==> src/shared/lpc_irq_pkg.sv <==
package lpc_irq_pkg;
    localparam int ADDR_W = 4;
    localparam int DATA_W = 32;
    localparam int STRB_W = DATA_W / 8;

    localparam logic [ADDR_W-1:0] CTRL_OFS = 4'h0;
    localparam logic [ADDR_W-1:0] STAT_OFS = 4'h4;
    localparam logic [ADDR_W-1:0] EVT_OFS = 4'h8;
    localparam logic [ADDR_W-1:0] MASK_OFS = 4'hC;

    // control register fields
    localparam int L11_EN_BIT = 7;
    localparam int L10_EN_BIT = 6;
    localparam int DIRECT_BIT = 0;

    // status register fields
    localparam int ST_FLAG_BIT = 0;
    localparam int ST_L11_OUT_BIT = 1;
    localparam int ST_L10_OUT_BIT = 2;
    localparam int ST_ARM11_BIT = 3;

    // event / mask register fields
    localparam int EVT_W = 3;
    localparam int EVT_RISE_BIT = 0;
    localparam int EVT_FALL_BIT = 1;
    localparam int EVT_LRST_BIT = 2;

    localparam logic [EVT_W-1:0] EVT_RST = 3'h0;
    localparam logic [EVT_W-1:0] MASK_RST = 3'h0;
    localparam logic [DATA_W-1:0] RDATA_ZERO = 32'h0000_0000;

    typedef enum logic [1:0] {
        RESP_OKAY = 2'b00,
        RESP_SLVERR = 2'b10
    } resp_t;
endpackage

==> src/shared/regbus_if.sv <==
`timescale 1ns/1ps
interface regbus_if;
    import lpc_irq_pkg::*;
    logic wr;
    logic [ADDR_W-1:0] waddr;
    logic [DATA_W-1:0] wdata;
    logic [STRB_W-1:0] wstrb;
    logic wr_err;
    logic rd;
    logic [ADDR_W-1:0] raddr;
    logic [DATA_W-1:0] rdata;
    logic rd_err;

    modport bus (
        output wr, waddr, wdata, wstrb, rd, raddr,
        input wr_err, rdata, rd_err
    );
    modport core (
        input wr, waddr, wdata, wstrb, rd, raddr,
        output wr_err, rdata, rd_err
    );
endinterface

==> src/logic/pin_sync.sv <==
`timescale 1ns/1ps
module pin_sync #(
    parameter int WIDTH = 1
) (
    input wire logic clk_i,
    input wire logic rst_i,
    input wire logic [WIDTH-1:0] async_i,
    output logic [WIDTH-1:0] sync_o
);
    logic [WIDTH-1:0] meta_reg;
    logic [WIDTH-1:0] sync_reg;
    logic [WIDTH-1:0] meta_next;
    logic [WIDTH-1:0] sync_next;

    // the first stage feeds only the second stage
    always_comb begin
        meta_next = async_i;
        sync_next = meta_reg;
    end

    always_ff @(posedge clk_i or posedge rst_i) begin
        if (rst_i) begin
            meta_reg <= '0;
            sync_reg <= '0;
        end else begin
            meta_reg <= meta_next;
            sync_reg <= sync_next;
        end
    end

    assign sync_o = sync_reg;
endmodule

==> src/logic/axil_regs_slave.sv <==
`timescale 1ns/1ps
module axil_regs_slave (
    input wire logic clk_i,
    input wire logic rst_i,
    input wire logic [lpc_irq_pkg::ADDR_W-1:0] awaddr_i,
    input wire logic awvalid_i,
    output logic awready_o,
    input wire logic [lpc_irq_pkg::DATA_W-1:0] wdata_i,
    input wire logic [lpc_irq_pkg::STRB_W-1:0] wstrb_i,
    input wire logic wvalid_i,
    output logic wready_o,
    output logic [1:0] bresp_o,
    output logic bvalid_o,
    input wire logic bready_i,
    input wire logic [lpc_irq_pkg::ADDR_W-1:0] araddr_i,
    input wire logic arvalid_i,
    output logic arready_o,
    output logic [lpc_irq_pkg::DATA_W-1:0] rdata_o,
    output logic [1:0] rresp_o,
    output logic rvalid_o,
    input wire logic rready_i,
    regbus_if.bus rb
);
    import lpc_irq_pkg::*;

    logic aw_have_reg, aw_have_next;
    logic w_have_reg, w_have_next;
    logic [ADDR_W-1:0] awaddr_reg, awaddr_next;
    logic [DATA_W-1:0] wdata_reg, wdata_next;
    logic [STRB_W-1:0] wstrb_reg, wstrb_next;
    logic awready_reg, awready_next;
    logic wready_reg, wready_next;
    logic bvalid_reg, bvalid_next;
    resp_t bresp_reg, bresp_next;
    logic arready_reg, arready_next;
    logic rvalid_reg, rvalid_next;
    logic [DATA_W-1:0] rdata_reg, rdata_next;
    resp_t rresp_reg, rresp_next;
    logic aw_hs, w_hs, ar_hs, wr_fire;

    always_comb begin
        aw_hs = awvalid_i && awready_reg;
        w_hs = wvalid_i && wready_reg;
        ar_hs = arvalid_i && arready_reg;
        // commit only once both halves are held, so address and data may come in any order
        wr_fire = aw_have_reg && w_have_reg && !bvalid_reg;
        aw_have_next = aw_have_reg;
        w_have_next = w_have_reg;
        awaddr_next = awaddr_reg;
        wdata_next = wdata_reg;
        wstrb_next = wstrb_reg;
        bvalid_next = bvalid_reg;
        bresp_next = bresp_reg;
        rvalid_next = rvalid_reg;
        rdata_next = rdata_reg;
        rresp_next = rresp_reg;
        if (aw_hs) begin
            aw_have_next = 1'b1;
            awaddr_next = awaddr_i;
        end
        if (w_hs) begin
            w_have_next = 1'b1;
            wdata_next = wdata_i;
            wstrb_next = wstrb_i;
        end
        if (bvalid_reg && bready_i) begin
            bvalid_next = 1'b0;
        end
        if (wr_fire) begin
            aw_have_next = 1'b0;
            w_have_next = 1'b0;
            bvalid_next = 1'b1;
            bresp_next = rb.wr_err ? RESP_SLVERR : RESP_OKAY;
        end
        if (rvalid_reg && rready_i) begin
            rvalid_next = 1'b0;
        end
        if (ar_hs) begin
            rvalid_next = 1'b1;
            rdata_next = rb.rdata;
            rresp_next = rb.rd_err ? RESP_SLVERR : RESP_OKAY;
        end
        awready_next = !aw_have_next && !bvalid_next;
        wready_next = !w_have_next && !bvalid_next;
        arready_next = !rvalid_next;
        rb.wr = wr_fire;
        rb.waddr = awaddr_reg;
        rb.wdata = wdata_reg;
        rb.wstrb = wstrb_reg;
        rb.rd = ar_hs;
        rb.raddr = araddr_i;
    end

    always_ff @(posedge clk_i or posedge rst_i) begin
        if (rst_i) begin
            aw_have_reg <= 1'b0;
            w_have_reg <= 1'b0;
            awaddr_reg <= '0;
            wdata_reg <= '0;
            wstrb_reg <= '0;
            awready_reg <= 1'b1;
            wready_reg <= 1'b1;
            bvalid_reg <= 1'b0;
            bresp_reg <= RESP_OKAY;
            arready_reg <= 1'b1;
            rvalid_reg <= 1'b0;
            rdata_reg <= '0;
            rresp_reg <= RESP_OKAY;
        end else begin
            aw_have_reg <= aw_have_next;
            w_have_reg <= w_have_next;
            awaddr_reg <= awaddr_next;
            wdata_reg <= wdata_next;
            wstrb_reg <= wstrb_next;
            awready_reg <= awready_next;
            wready_reg <= wready_next;
            bvalid_reg <= bvalid_next;
            bresp_reg <= bresp_next;
            arready_reg <= arready_next;
            rvalid_reg <= rvalid_next;
            rdata_reg <= rdata_next;
            rresp_reg <= rresp_next;
        end
    end

    assign awready_o = awready_reg;
    assign wready_o = wready_reg;
    assign bvalid_o = bvalid_reg;
    assign bresp_o = bresp_reg;
    assign arready_o = arready_reg;
    assign rvalid_o = rvalid_reg;
    assign rdata_o = rdata_reg;
    assign rresp_o = rresp_reg;
endmodule

==> src/logic/lpc_ch3_host_irq_enable.sv <==
`timescale 1ns/1ps
//Behaviour
// - with the line 11 enable set and direct mode off, a rising buffer-full flag requests line 11.
// - with the line 11 enable set and direct mode on, line 11 is requested regardless of the flag.
// - the line 11 enable is set only by writing 1 after software has read it back as 0.
// - the line 10 enable sits at bit 6, resets to 0 and is reachable only from the slave bus.
// - the line 10 enable gates line 10 requests caused by the buffer-full flag being set.
// - while the line 10 enable is 0 no line 10 request is raised at all.
// - a slave write of 0 clears the line 10 enable.
// - an LPC hardware reset or LPC software reset clears the line 10 enable.
// - with direct mode off, the buffer-full flag going to 0 clears the line 10 enable.
// - with the line 10 enable set and direct mode off, a rising flag requests line 10.
module lpc_ch3_host_irq_enable (
    input wire logic SYS_CLK_I,
    input wire logic RESET_I,
    input wire logic [lpc_irq_pkg::ADDR_W-1:0] S_AXI_AWADDR_I,
    input wire logic S_AXI_AWVALID_I,
    output logic S_AXI_AWREADY_O,
    input wire logic [lpc_irq_pkg::DATA_W-1:0] S_AXI_WDATA_I,
    input wire logic [lpc_irq_pkg::STRB_W-1:0] S_AXI_WSTRB_I,
    input wire logic S_AXI_WVALID_I,
    output logic S_AXI_WREADY_O,
    output logic [1:0] S_AXI_BRESP_O,
    output logic S_AXI_BVALID_O,
    input wire logic S_AXI_BREADY_I,
    input wire logic [lpc_irq_pkg::ADDR_W-1:0] S_AXI_ARADDR_I,
    input wire logic S_AXI_ARVALID_I,
    output logic S_AXI_ARREADY_O,
    output logic [lpc_irq_pkg::DATA_W-1:0] S_AXI_RDATA_O,
    output logic [1:0] S_AXI_RRESP_O,
    output logic S_AXI_RVALID_O,
    input wire logic S_AXI_RREADY_I,
    input wire logic CH3_OUTPUT_BUFFER_FULL_FLAG_I,
    input wire logic LPC_CLK_I,
    input wire logic LPC_HW_RESET_N_I,
    input wire logic LPC_SW_RESET_I,
    output logic HOST_IRQ_LINE_11_O,
    output logic HOST_IRQ_LINE_10_O,
    output logic IRQ_O
);
    import lpc_irq_pkg::*;

    localparam int SYNC_W = 3;
    localparam int SY_CLK = 0;
    localparam int SY_HWRST_N = 1;
    localparam int SY_SWRST = 2;

    regbus_if rb ();

    axil_regs_slave u_axil (
        .clk_i(SYS_CLK_I),
        .rst_i(RESET_I),
        .awaddr_i(S_AXI_AWADDR_I),
        .awvalid_i(S_AXI_AWVALID_I),
        .awready_o(S_AXI_AWREADY_O),
        .wdata_i(S_AXI_WDATA_I),
        .wstrb_i(S_AXI_WSTRB_I),
        .wvalid_i(S_AXI_WVALID_I),
        .wready_o(S_AXI_WREADY_O),
        .bresp_o(S_AXI_BRESP_O),
        .bvalid_o(S_AXI_BVALID_O),
        .bready_i(S_AXI_BREADY_I),
        .araddr_i(S_AXI_ARADDR_I),
        .arvalid_i(S_AXI_ARVALID_I),
        .arready_o(S_AXI_ARREADY_O),
        .rdata_o(S_AXI_RDATA_O),
        .rresp_o(S_AXI_RRESP_O),
        .rvalid_o(S_AXI_RVALID_O),
        .rready_i(S_AXI_RREADY_I),
        .rb(rb.bus)
    );

    logic [SYNC_W-1:0] pins_sync;

    pin_sync #(
        .WIDTH(SYNC_W)
    ) u_sync (
        .clk_i(SYS_CLK_I),
        .rst_i(RESET_I),
        .async_i({LPC_SW_RESET_I, LPC_HW_RESET_N_I, LPC_CLK_I}),
        .sync_o(pins_sync)
    );

    function automatic logic is_mapped(input logic [ADDR_W-1:0] addr);
        is_mapped = (addr == CTRL_OFS) || (addr == STAT_OFS) ||
                    (addr == EVT_OFS) || (addr == MASK_OFS);
    endfunction

    logic host_line11_irq_enable_reg, host_line11_irq_enable_next;
    logic host_line10_irq_enable_reg, host_line10_irq_enable_next;
    logic irq_direct_request_select_reg, irq_direct_request_select_next;
    logic arm11_reg, arm11_next;
    logic flag_d_reg, flag_d_next;
    logic lclk_d_reg, lclk_d_next;
    logic lpc_rst_d_reg, lpc_rst_d_next;
    logic line11_out_reg, line11_out_next;
    logic line10_out_reg, line10_out_next;
    logic [EVT_W-1:0] evt_reg, evt_next;
    logic [EVT_W-1:0] mask_reg, mask_next;
    logic irq_reg, irq_next;
    logic flag, flag_rose, flag_fell, lpc_rst, lclk_rise;
    logic req11, req10, ctrl_wr;
    logic [EVT_W-1:0] evt_set;

    always_comb begin
        flag = CH3_OUTPUT_BUFFER_FULL_FLAG_I;
        flag_rose = flag && !flag_d_reg;
        flag_fell = !flag && flag_d_reg;
        lpc_rst = !pins_sync[SY_HWRST_N] || pins_sync[SY_SWRST];
        lclk_rise = pins_sync[SY_CLK] && !lclk_d_reg;
        ctrl_wr = rb.wr && (rb.waddr == CTRL_OFS) && rb.wstrb[0];
        // direct mode drops the flag term; otherwise the flag level drives the line
        req11 = host_line11_irq_enable_reg && (irq_direct_request_select_reg || flag);
        req10 = host_line10_irq_enable_reg && (irq_direct_request_select_reg || flag);
        evt_set = '0;
        evt_set[EVT_RISE_BIT] = flag_rose;
        evt_set[EVT_FALL_BIT] = flag_fell;
        evt_set[EVT_LRST_BIT] = lpc_rst && !lpc_rst_d_reg;
    end

    // register read mux; reserved bits read as zero
    always_comb begin
        rb.rdata = RDATA_ZERO;
        rb.rd_err = !is_mapped(rb.raddr);
        rb.wr_err = !is_mapped(rb.waddr);
        case (rb.raddr)
            CTRL_OFS: begin
                rb.rdata[L11_EN_BIT] = host_line11_irq_enable_reg;
                rb.rdata[L10_EN_BIT] = host_line10_irq_enable_reg;
                rb.rdata[DIRECT_BIT] = irq_direct_request_select_reg;
            end
            STAT_OFS: begin
                rb.rdata[ST_FLAG_BIT] = flag;
                rb.rdata[ST_L11_OUT_BIT] = line11_out_reg;
                rb.rdata[ST_L10_OUT_BIT] = line10_out_reg;
                rb.rdata[ST_ARM11_BIT] = arm11_reg;
            end
            EVT_OFS: begin
                rb.rdata[EVT_W-1:0] = evt_reg;
            end
            MASK_OFS: begin
                rb.rdata[EVT_W-1:0] = mask_reg;
            end
            default: begin
                rb.rdata = RDATA_ZERO;
            end
        endcase
    end

    always_comb begin
        host_line11_irq_enable_next = host_line11_irq_enable_reg;
        host_line10_irq_enable_next = host_line10_irq_enable_reg;
        irq_direct_request_select_next = irq_direct_request_select_reg;
        arm11_next = arm11_reg;
        mask_next = mask_reg;
        evt_next = evt_reg;
        if (rb.rd && (rb.raddr == CTRL_OFS) && !host_line11_irq_enable_reg) begin
            arm11_next = 1'b1;
        end
        if (rb.rd && (rb.raddr == EVT_OFS)) begin
            evt_next = '0;
        end
        if (ctrl_wr) begin
            host_line10_irq_enable_next = rb.wdata[L10_EN_BIT];
            irq_direct_request_select_next = rb.wdata[DIRECT_BIT];
            if (!rb.wdata[L11_EN_BIT]) begin
                host_line11_irq_enable_next = 1'b0;
            end else if (arm11_reg) begin
                host_line11_irq_enable_next = 1'b1;
            end
            // a write consumes the read-back; a second 1 needs a fresh read of 0
            arm11_next = 1'b0;
        end
        if (rb.wr && (rb.waddr == MASK_OFS) && rb.wstrb[0]) begin
            mask_next = rb.wdata[EVT_W-1:0];
        end
        // hardware clears beat a simultaneous software set
        if (flag_fell && !irq_direct_request_select_reg) begin
            host_line11_irq_enable_next = 1'b0;
            host_line10_irq_enable_next = 1'b0;
        end
        if (lpc_rst) begin
            host_line11_irq_enable_next = 1'b0;
            host_line10_irq_enable_next = 1'b0;
        end
        // an event in the clearing read's cycle survives
        evt_next = evt_next | evt_set;
        irq_next = |(evt_reg & mask_reg);
        flag_d_next = flag;
        lpc_rst_d_next = lpc_rst;
        lclk_d_next = pins_sync[SY_CLK];
        // lines change only on a host clock rise so the host never sees a mid-cycle step;
        // costs up to one host clock of latency
        line11_out_next = lclk_rise ? req11 : line11_out_reg;
        line10_out_next = lclk_rise ? req10 : line10_out_reg;
    end

    always_ff @(posedge SYS_CLK_I or posedge RESET_I) begin
        if (RESET_I) begin
            host_line11_irq_enable_reg <= 1'b0;
            host_line10_irq_enable_reg <= 1'b0;
            irq_direct_request_select_reg <= 1'b0;
            arm11_reg <= 1'b0;
            mask_reg <= MASK_RST;
            evt_reg <= EVT_RST;
            irq_reg <= 1'b0;
            flag_d_reg <= 1'b0;
            lpc_rst_d_reg <= 1'b0;
            lclk_d_reg <= 1'b0;
            line11_out_reg <= 1'b0;
            line10_out_reg <= 1'b0;
        end else begin
            host_line11_irq_enable_reg <= host_line11_irq_enable_next;
            host_line10_irq_enable_reg <= host_line10_irq_enable_next;
            irq_direct_request_select_reg <= irq_direct_request_select_next;
            arm11_reg <= arm11_next;
            mask_reg <= mask_next;
            evt_reg <= evt_next;
            irq_reg <= irq_next;
            flag_d_reg <= flag_d_next;
            lpc_rst_d_reg <= lpc_rst_d_next;
            lclk_d_reg <= lclk_d_next;
            line11_out_reg <= line11_out_next;
            line10_out_reg <= line10_out_next;
        end
    end

    assign HOST_IRQ_LINE_11_O = line11_out_reg;
    assign HOST_IRQ_LINE_10_O = line10_out_reg;
    assign IRQ_O = irq_reg;
endmodule

==> config.mk <==
export PLATFORM = sky130hd
export DESIGN_NAME = lpc_ch3_host_irq_enable
export DESIGN_NICKNAME = d
export VERILOG_FILES = /design/src/shared/lpc_irq_pkg.sv /design/src/shared/regbus_if.sv /design/src/logic/pin_sync.sv /design/src/logic/axil_regs_slave.sv /design/src/logic/lpc_ch3_host_irq_enable.sv
export SDC_FILE = /design/constraint.sdc
export NUM_CORES = 1
export LEC_CHECK = 0
export ABC_AREA = 1
export CORE_MARGIN = 1
export CORE_UTILIZATION = 62
export DETAILED_ROUTE_END_ITERATION = 12
export DONT_BUFFER_PORTS = 1
export PLACE_DENSITY = 0.9
export SKIP_LAST_GASP = 1
export SYNTH_ARGS = -nofsm -noshare
export SYNTH_HDL_FRONTEND = slang
export SYNTH_SLANG_ARGS = --single-unit
==> constraint.sdc <==
create_clock -name SYS_CLK_I -period 1.65 [get_ports SYS_CLK_I]
set_input_delay 0.2475 -clock SYS_CLK_I [delete_from_list [all_inputs] [get_ports SYS_CLK_I]]
set_output_delay 0.2475 -clock SYS_CLK_I [all_outputs]
set_load 0.05 [all_outputs]
# Yosys cells after proc, flatten, opt, wreduce, memory -nomap -nowiden
# Index checks and enable logic that the tools add are counted.
word_totals:
  ff_bits: 52
  memories: 0
  latchBits: 0
  mem_bits_ro: 0
  out_inout_bits: 44
  in_bits: 55
  ramBits: 0
classes:
  mux: 25
  n_mul: 0
  shifts: 0
  reduce_logical: 49
  add_sub_neg: 0
  eq_ne: 7
  div_mod_pow: 0
  n_lt_le_gt_ge: 0
  n_bitwise: 2
ops:
  columns: ["op", "count"]
  rows:
  - ["1-bit logical AND", 23]
  - ["1-bit 2-to-1 mux", 19]
  - ["4-bit equality test, second input constant", 4]
  - ["1-bit zero test", 12]
  - ["4-bit by 3-bit equality test with 1-bit output, second input constant", 2]
  - ["4-bit zero test", 2]
  - ["1-bit logical OR", 8]
  - ["2-bit 2-to-1 mux", 3]
  - ["2-bit case mux with 3 select lines", 1]
  - ["4-bit inequality test, second input constant", 1]
  - ["1-bit case mux with 4 select lines", 1]
  - ["3-bit bitwise AND", 1]
  - ["3-bit 2-to-1 mux", 1]
  - ["3-bit bitwise OR", 1]
  - ["3-bit nonzero test", 1]
  - ["3-bit OR reduction", 1]
  - ["2-bit AND reduction", 1]
  - ["2-bit nonzero test", 1]

# Logic depth before layout (Yosys ltp)
# Gate-level depths: netlist of run 1.
depth:
  ltp_word: 7
  ltp_mapped: 7
  mapped_depth_nobuf: 7

# By module
# A second synthesis of run 1 with hierarchy kept.
hier_totals:
  hier_cells: 469
  hier_area_um2: 4250.3
by_module_without_submodules:
  columns: ["module", "seq_area_each_um2", "n_inst", "area_per_inst_um2", "cells_each"]
  rows:
  - ["axil_regs_slave", 2030.7, 1, 3236.9, 353]
  - ["lpc_ch3_host_irq_enable", 400.4, 1, 859.6, 109]
  - ["pin_sync", 150.1, 1, 153.9, 7]

# Worst setup path after synthesis of run 1
# No wires, ideal clock.
synth_timing:
  path_kind: "reg-to-reg"
  startpoint: "register u_axil.arready_reg, in the netlist u_axil.arready_o"
  endpoint: "register evt_reg[1]"
  arrival_ps: 1226
  slack_ps: 301
  setup_ps: 123
  n_path_buf: 1
  path_stages_with_launch: 5
  cell_sequence: "dfstp_2 -> nand2_1 -> buf_2 -> o21ai_0 -> nand2_1"
synth_via:
  elab_chain_len: 4
synth_lines:
  columns: ["item", "line", "text"]
  rows:
  - ["start: declaration", "axil_regs_slave.sv:35", "logic arready_reg, arready_next;"]
  - ["start signal: assignment", "axil_regs_slave.sv:119", "arready_reg <= arready_next;"]
  - ["1-bit logical AND", "axil_regs_slave.sv:44", "ar_hs = arvalid_i && arready_reg;"]
  - ["1-bit logical AND", "lpc_ch3_host_irq_enable.sv:160", "if (rb.rd && (rb.raddr == EVT_OFS)) begin"]
  - ["3-bit 2-to-1 mux", "lpc_ch3_host_irq_enable.sv:160", null]
  - ["3-bit bitwise OR", "lpc_ch3_host_irq_enable.sv:187", "evt_next = evt_next | evt_set;"]
  - ["via evt_next[1]", "lpc_ch3_host_irq_enable.sv:98", "logic [EVT_W-1:0] evt_reg, evt_next;"]
  - ["end signal: assignment", "lpc_ch3_host_irq_enable.sv:218", "evt_reg <= evt_next;"]
  - ["end: declaration", "lpc_ch3_host_irq_enable.sv:98", null]
# The timed path passes the listed nets, and every way through them passes these cells.
# A chain may end at the register's enable or synchronous reset.

# Final worst setup path of run 1
layout_timing:
  startpoint: "register u_axil.arready_reg, in the netlist u_axil.arready_o"
  endpoint: "output port S_AXI_ARREADY_O"
layout_rtl:
  columns: ["item", "line", "text"]
  rows:
  - ["end: declaration", "lpc_ch3_host_irq_enable.sv:28", "output logic S_AXI_ARREADY_O,"]
# No word-level cell between the ends.

==> results of run 1 <==
metrics by stage:
step           cells  util [%]  worst slack (ns)  hold slack (ns)
3_5_place_dp     279      66.6             0.334            0.177
6_report         293      70.3             0.323           0.0158
3_3_place_gp     279      66.6             0.389            0.176
2_1_floorplan    260         -             0.291            0.279
5_1_grt          293      70.3             0.233          0.00253
4_1_cts          291      69.7             0.312          0.00441
what timing repair did:
item | 4_1_cts | 5_1_grt
hold buffers | 5 | 2
setup endpoints to repair | 0 | 0
hold endpoints to repair | 24 | 2
layout make-up:
| type | instances | area (um^2) |
|---|---|---|
| Timing Repair Buffer | 12 | 120 |
| Tap cell | 44 | 55.1 |
| Multi-Input combinational cell | 154 | 691 |
| Fill cell | 255 | 928 |
| Sequential cell | 47 | 1180 |
| Inverter | 29 | 109 |
| Clock buffer | 7 | 45.0 |
final timing paths:
kind	startpoint	end	slack, ns
worst max-delay path	u_axil.arready_o	S_AXI_ARREADY_O	0.32
worst min-delay path	S_AXI_RREADY_I	u_axil.arready_o	0.02
worst max register to register	u_axil.arready_o	arm11_reg	0.34
worst min register to register	u_sync.meta_reg[0]	u_sync.sync_o[0]	0.35
max in group asynchronous	RESET_I	u_axil.arready_o	0.72
min in group asynchronous	RESET_I	u_axil.rb.waddr[2]	0.37
cell usage after synthesis (all sizes together):
master | instances | area (um^2)
a21oi | 2 | 10.0
dfstp | 3 | 78.8
conb | 1 | 3.75
dfrtp | 44 | 1100
nor3 | 1 | 10.0
buf | 30 | 223
nor2 | 20 | 105
o31ai | 1 | 7.51
o21ai | 21 | 105
a22o | 2 | 17.5
nand2 | 62 | 235
inv | 29 | 109
nand3 | 17 | 95.1
power by group:
part | internal (mW) | switching, mW
Sequential | 1.44 | 0.293
Clock | 0.161 | 0.316
Combinational | 0.235 | 0.681
Total | 1.83 | 1.29
logic make-up (layout without fill, tap and decap cells):
logic type / after synthesis / in the layout / share of synthesized area (%)
buffers and inverters: 59 / 48 / 15.8
AND/OR/NAND/NOR: 100 / 100 / 21.2
AO/OA/AOI/OAI: 26 / 26 / 6.67
flip-flops: 47 / 47 / 56.2
other: 1 / 28 / 0.179
per-layer routing:
layer  up-vias  wire length (um)
met4         0                50
li1        704                 -
met1       646              1410
met5         -                 0
met3         7               209
met2        54              1690
==> results.cfg, run 1 <==
[cts]
cts_setup_buffers = 0
cts_resized = 0
cts_inserted_buffers = 5
clkTransAtPathRegs_ns = 0.12
root_buffer = clkbuf_4
h-tree-depth = 2
clk_path_buf_depth = 2
clock_sinks = 47
cts_tree = built
clock_latency_ns = 0.34

[critical_path]
slowest_stage = dfstp_2
max_stage_delay_ns = 0.55
startpoint_type = register
crit_path_end_kind = primary output
cp.depth = 1
path_buf_inv = 1
cpLargestDelayFamily = flip-flops
path_max_fanout = 2
rr_worst_depth = 4
path_cells = buf_4
cp.required_ns = 1.40
arrival_ns = 1.08
crit_type = register to primary output

[synth]
ys_seq_area_share_pct = 56.2
synth_cells = 233
synth_area_per_cell_um2 = 9.02
yosysUniqueCellTypes = 20
synth_area_mm2 = 0.00210
synth_seq_cells = 47
yosysWarningCount = 0

[cells_and_area]
final_layout_size_suffix_gt1_share_pct = 10.8
layout_common_cells = 61 x nand2_1, 44 x dfrtp_1, 28 x conb_1, 27 x inv_1, 16 x o21ai_0
largest_register_ffs = 6
fin_nets = 304
synthToLayoutAreaGrowth_pct = 4.71
final_cell_area_mm2 = 0.00220
final_common_cell = nand2_1
diodes = 0

[global_route]
grt_start_max_net_pins = 26
grt_pass1_vias = 1362
use_met2_pct = 36.4
grt_pass1_wl_mm = 5.55
grt_overflow = 0
track_usage_pct = 21.2
grt.busiest_layer = met2
use_met3_pct = 5.84
antenna_found_initial = 0
met1_usage_pct = 24.6

[floorplanning]
dieArea_mm2 = 0.00363
fp.dieW_um = 60.2
rows = 20
initial_core_util_pct = 67.2
die_y_um = 60.2
core_mm2 = 0.00313
boundaryPins = 99

[pwr]
p_leak_nw = 1.14
power_density_mw_per_mm2 = 1420
p_total_mw = 3.12
ir_drop_mv = 1.06

[routing]
drc = 0
wl_mm = 3.36
vias = 1411
drtAntennaViolNets = 0
drt_first_pass_iters = 4
route.detailed.wl_per_inst_um = 11.5
drtIter0Drc = 113
via_per_inst = 4.82

[placement]
place_hpwl_mm = 2.55
port_buffers = 0
dpl_cell_area_mm2 = 0.00208
gp_routability_congestion = 0.751

[sta]
slew_violations = 0
fin_crit_sh_pct = 80.4
setup_viol = 0
fin_skew_ns = 0.00990
hold_viol = 0
fmax_ghz = 0.753
fin_tns_setup_ns = 0
rsz0062_at_grt = false
fin_crit_ns = 1.33

[min_path]
holdPathStages = 2
hold_path.class = primary input to register

[outcome]
status = complete, no violations

[flow_run]
max-cap-violations = 0
No activity file was read; power rests on OpenSTA's default activity.
==> run 2: changes to the inputs <==
--- a/config.mk
+++ b/config.mk
@@ -7,10 +7,10 @@
 export LEC_CHECK = 0
 export ABC_AREA = 1
 export CORE_MARGIN = 1
-export CORE_UTILIZATION = 62
+export CORE_UTILIZATION = 56
 export DETAILED_ROUTE_END_ITERATION = 12
 export DONT_BUFFER_PORTS = 1
-export PLACE_DENSITY = 0.9
+export PLACE_DENSITY = 0.86
 export SKIP_LAST_GASP = 1
 export SYNTH_ARGS = -nofsm -noshare
 export SYNTH_HDL_FRONTEND = slang
==> constraint.sdc (replaced) <==
create_clock -name SYS_CLK_I -period 1.09 [get_ports SYS_CLK_I]
set_input_delay 0.1635 -clock SYS_CLK_I [delete_from_list [all_inputs] [get_ports SYS_CLK_I]]
set_output_delay 0.1635 -clock SYS_CLK_I [all_outputs]
set_load 0.05 [all_outputs]
==> run 2 against run 1 <==
The run now ends with negative setup slack left. Clock skew decreased by 0.0052 ns. Setup slack worse by 0.42 ns. Clock-buffer cell count is the same. Critical path depth is the same. Total power up 91%. Clock power grew 140%. Sequential cell count is the same. Worst hold slack better by 0.021 ns. Global-route usage rose by 0.42 points. Register-to-register slack got worse by 0.44 ns. Largest cell class unchanged. Largest power group unchanged.
==> results.cfg, run 2 (synthesis results as in run 1) <==
[routing]
drt_first_pass_iters = 4
drc = 0
drtAntennaViolNets = 0
drtIter0Drc = 132
vias = 1582
wl_mm = 4.29
route.detailed.wl_per_inst_um = 13.1
via_per_inst = 4.82

[outcome]
status = finished, violations left
violations = negative setup slack

[global_route]
grt_pass1_wl_mm = 6.48
grt_overflow = 0
grt_pass1_vias = 1502
antenna_found_initial = 0
track_usage_pct = 21.7
grt_start_max_net_pins = 24

[floorplanning]
rows = 21
boundaryPins = 99
dieArea_mm2 = 0.00400
fp.dieW_um = 63.3
initial_core_util_pct = 60.6
die_y_um = 63.3
core_mm2 = 0.00347

[cells_and_area]
post-route-util_pct = 76.8
final_common_cell = nand2_1
fin_nets = 336
final_cell_area_mm2 = 0.00267
final_layout_size_suffix_gt1_share_pct = 25.5
multi_input_area_um2 = 764
n_fill_cell = 218
synthToLayoutAreaGrowth_pct = 26.9
largest_register_ffs = 6
layout_common_cells = 53 x nand2_1, 39 x dfrtp_1, 28 x conb_1, 23 x inv_1
seq_area_mm2 = 0.00119
diodes = 0
finalNonFillerCells = 328

[critical_path]
max_stage_delay_ns = 0.58
reg2reg_from = u_axil.w_have_reg
slowest_stage = dfstp_2
crit_path_end_kind = primary output
arrival_ns = 1.03
cpLargestDelayFamily = flip-flops
startpoint = u_axil.arready_o
startpoint_type = register
crit_type = register to primary output
path_buf_inv = 1
cp.required_ns = 0.93
path_cells = buf_8
path_max_fanout = 2

[sta]
fin_tns_setup_ns = -0.833
setup_slack_ns = -0.101
slew_violations = 0
setup_viol = 12
fin_crit_sh_pct = 109
hold_viol = 0
fin_crit_ns = 1.19
whs_ns = 0.0366
fmax_ghz = 0.839
rsz0062_at_grt = true
fin_skew_ns = 0.00467

[cts]
root_buffer = clkbuf_8
clock_sinks = 47
cts_tree = built
cts_inserted_buffers = 5
h-tree-depth = 2
clock_latency_ns = 0.30
clk_path_buf_depth = 2
clkTransAtPathRegs_ns = 0.08

[flow_run]
max-cap-violations = 0

[min_path]
hold_start = CH3_OUTPUT_BUFFER_FULL_FLAG_I
hold_path.class = primary input to register

[placement]
gp_routability_congestion = 0.848
port_buffers = 0
dpl_cell_area_mm2 = 0.00224
place_hpwl_mm = 2.60
place_ws_ns = -0.0470
dpl.cell_count = 297

[pwr]
p_total_mw = 5.95
power_density_mw_per_mm2 = 2230
p_leak_nw = 1.34
ir_drop_mv = 1.90
## run 2: cell type report
type                    count  area share [%]
clock inverters             1           0.282
repair inverters            1           0.188
flip-flops and latches     47            44.5
well taps                  46            2.16
repair buffers             43            16.1
inverters                  29            4.51
multi-input cells         154            28.7
clock buffers               7            3.62
## run 2: path summary, 6_finish.rpt
path,depth (start not counted),slack (ns),endpoint
min in group asynchronous,2,0.33,evt_reg[2]
worst min register to register,0,0.36,u_sync.sync_o[2]
worst max-delay path,1,-0.10,S_AXI_ARREADY_O
worst min-delay path,2,0.04,evt_reg[0]
max in group asynchronous,3,0.27,u_axil.wready_o
worst max register to register,7,-0.10,host_line11_irq_enable_reg
## run 2: power by group
group | total (mW) | switching [mW] | internal [mW]
combinational | 2.23 | 1.43 | 0.797
sequential | 2.59 | 0.392 | 2.19
clock | 1.14 | 0.564 | 0.577
## run 2: repair_timing
| item | CTS | global route |
|---|---|---|
| gates resized for setup | 12 | 21 |
| setup buffers | 4 | 2 |
| hold endpoints to repair | 29 | 0 |
| setup endpoints to repair | 12 | 27 |
| gates cloned | 0 | 1 |
| hold buffers | 16 | 0 |
| pin swaps | 3 | 9 |
## run 2: routing by layer
metal	GRT usage, %	wire length, um
met2	36.6	2310
met5	0	0
met3	7.25	279
met1	24.2	1630
met4	11.4	78
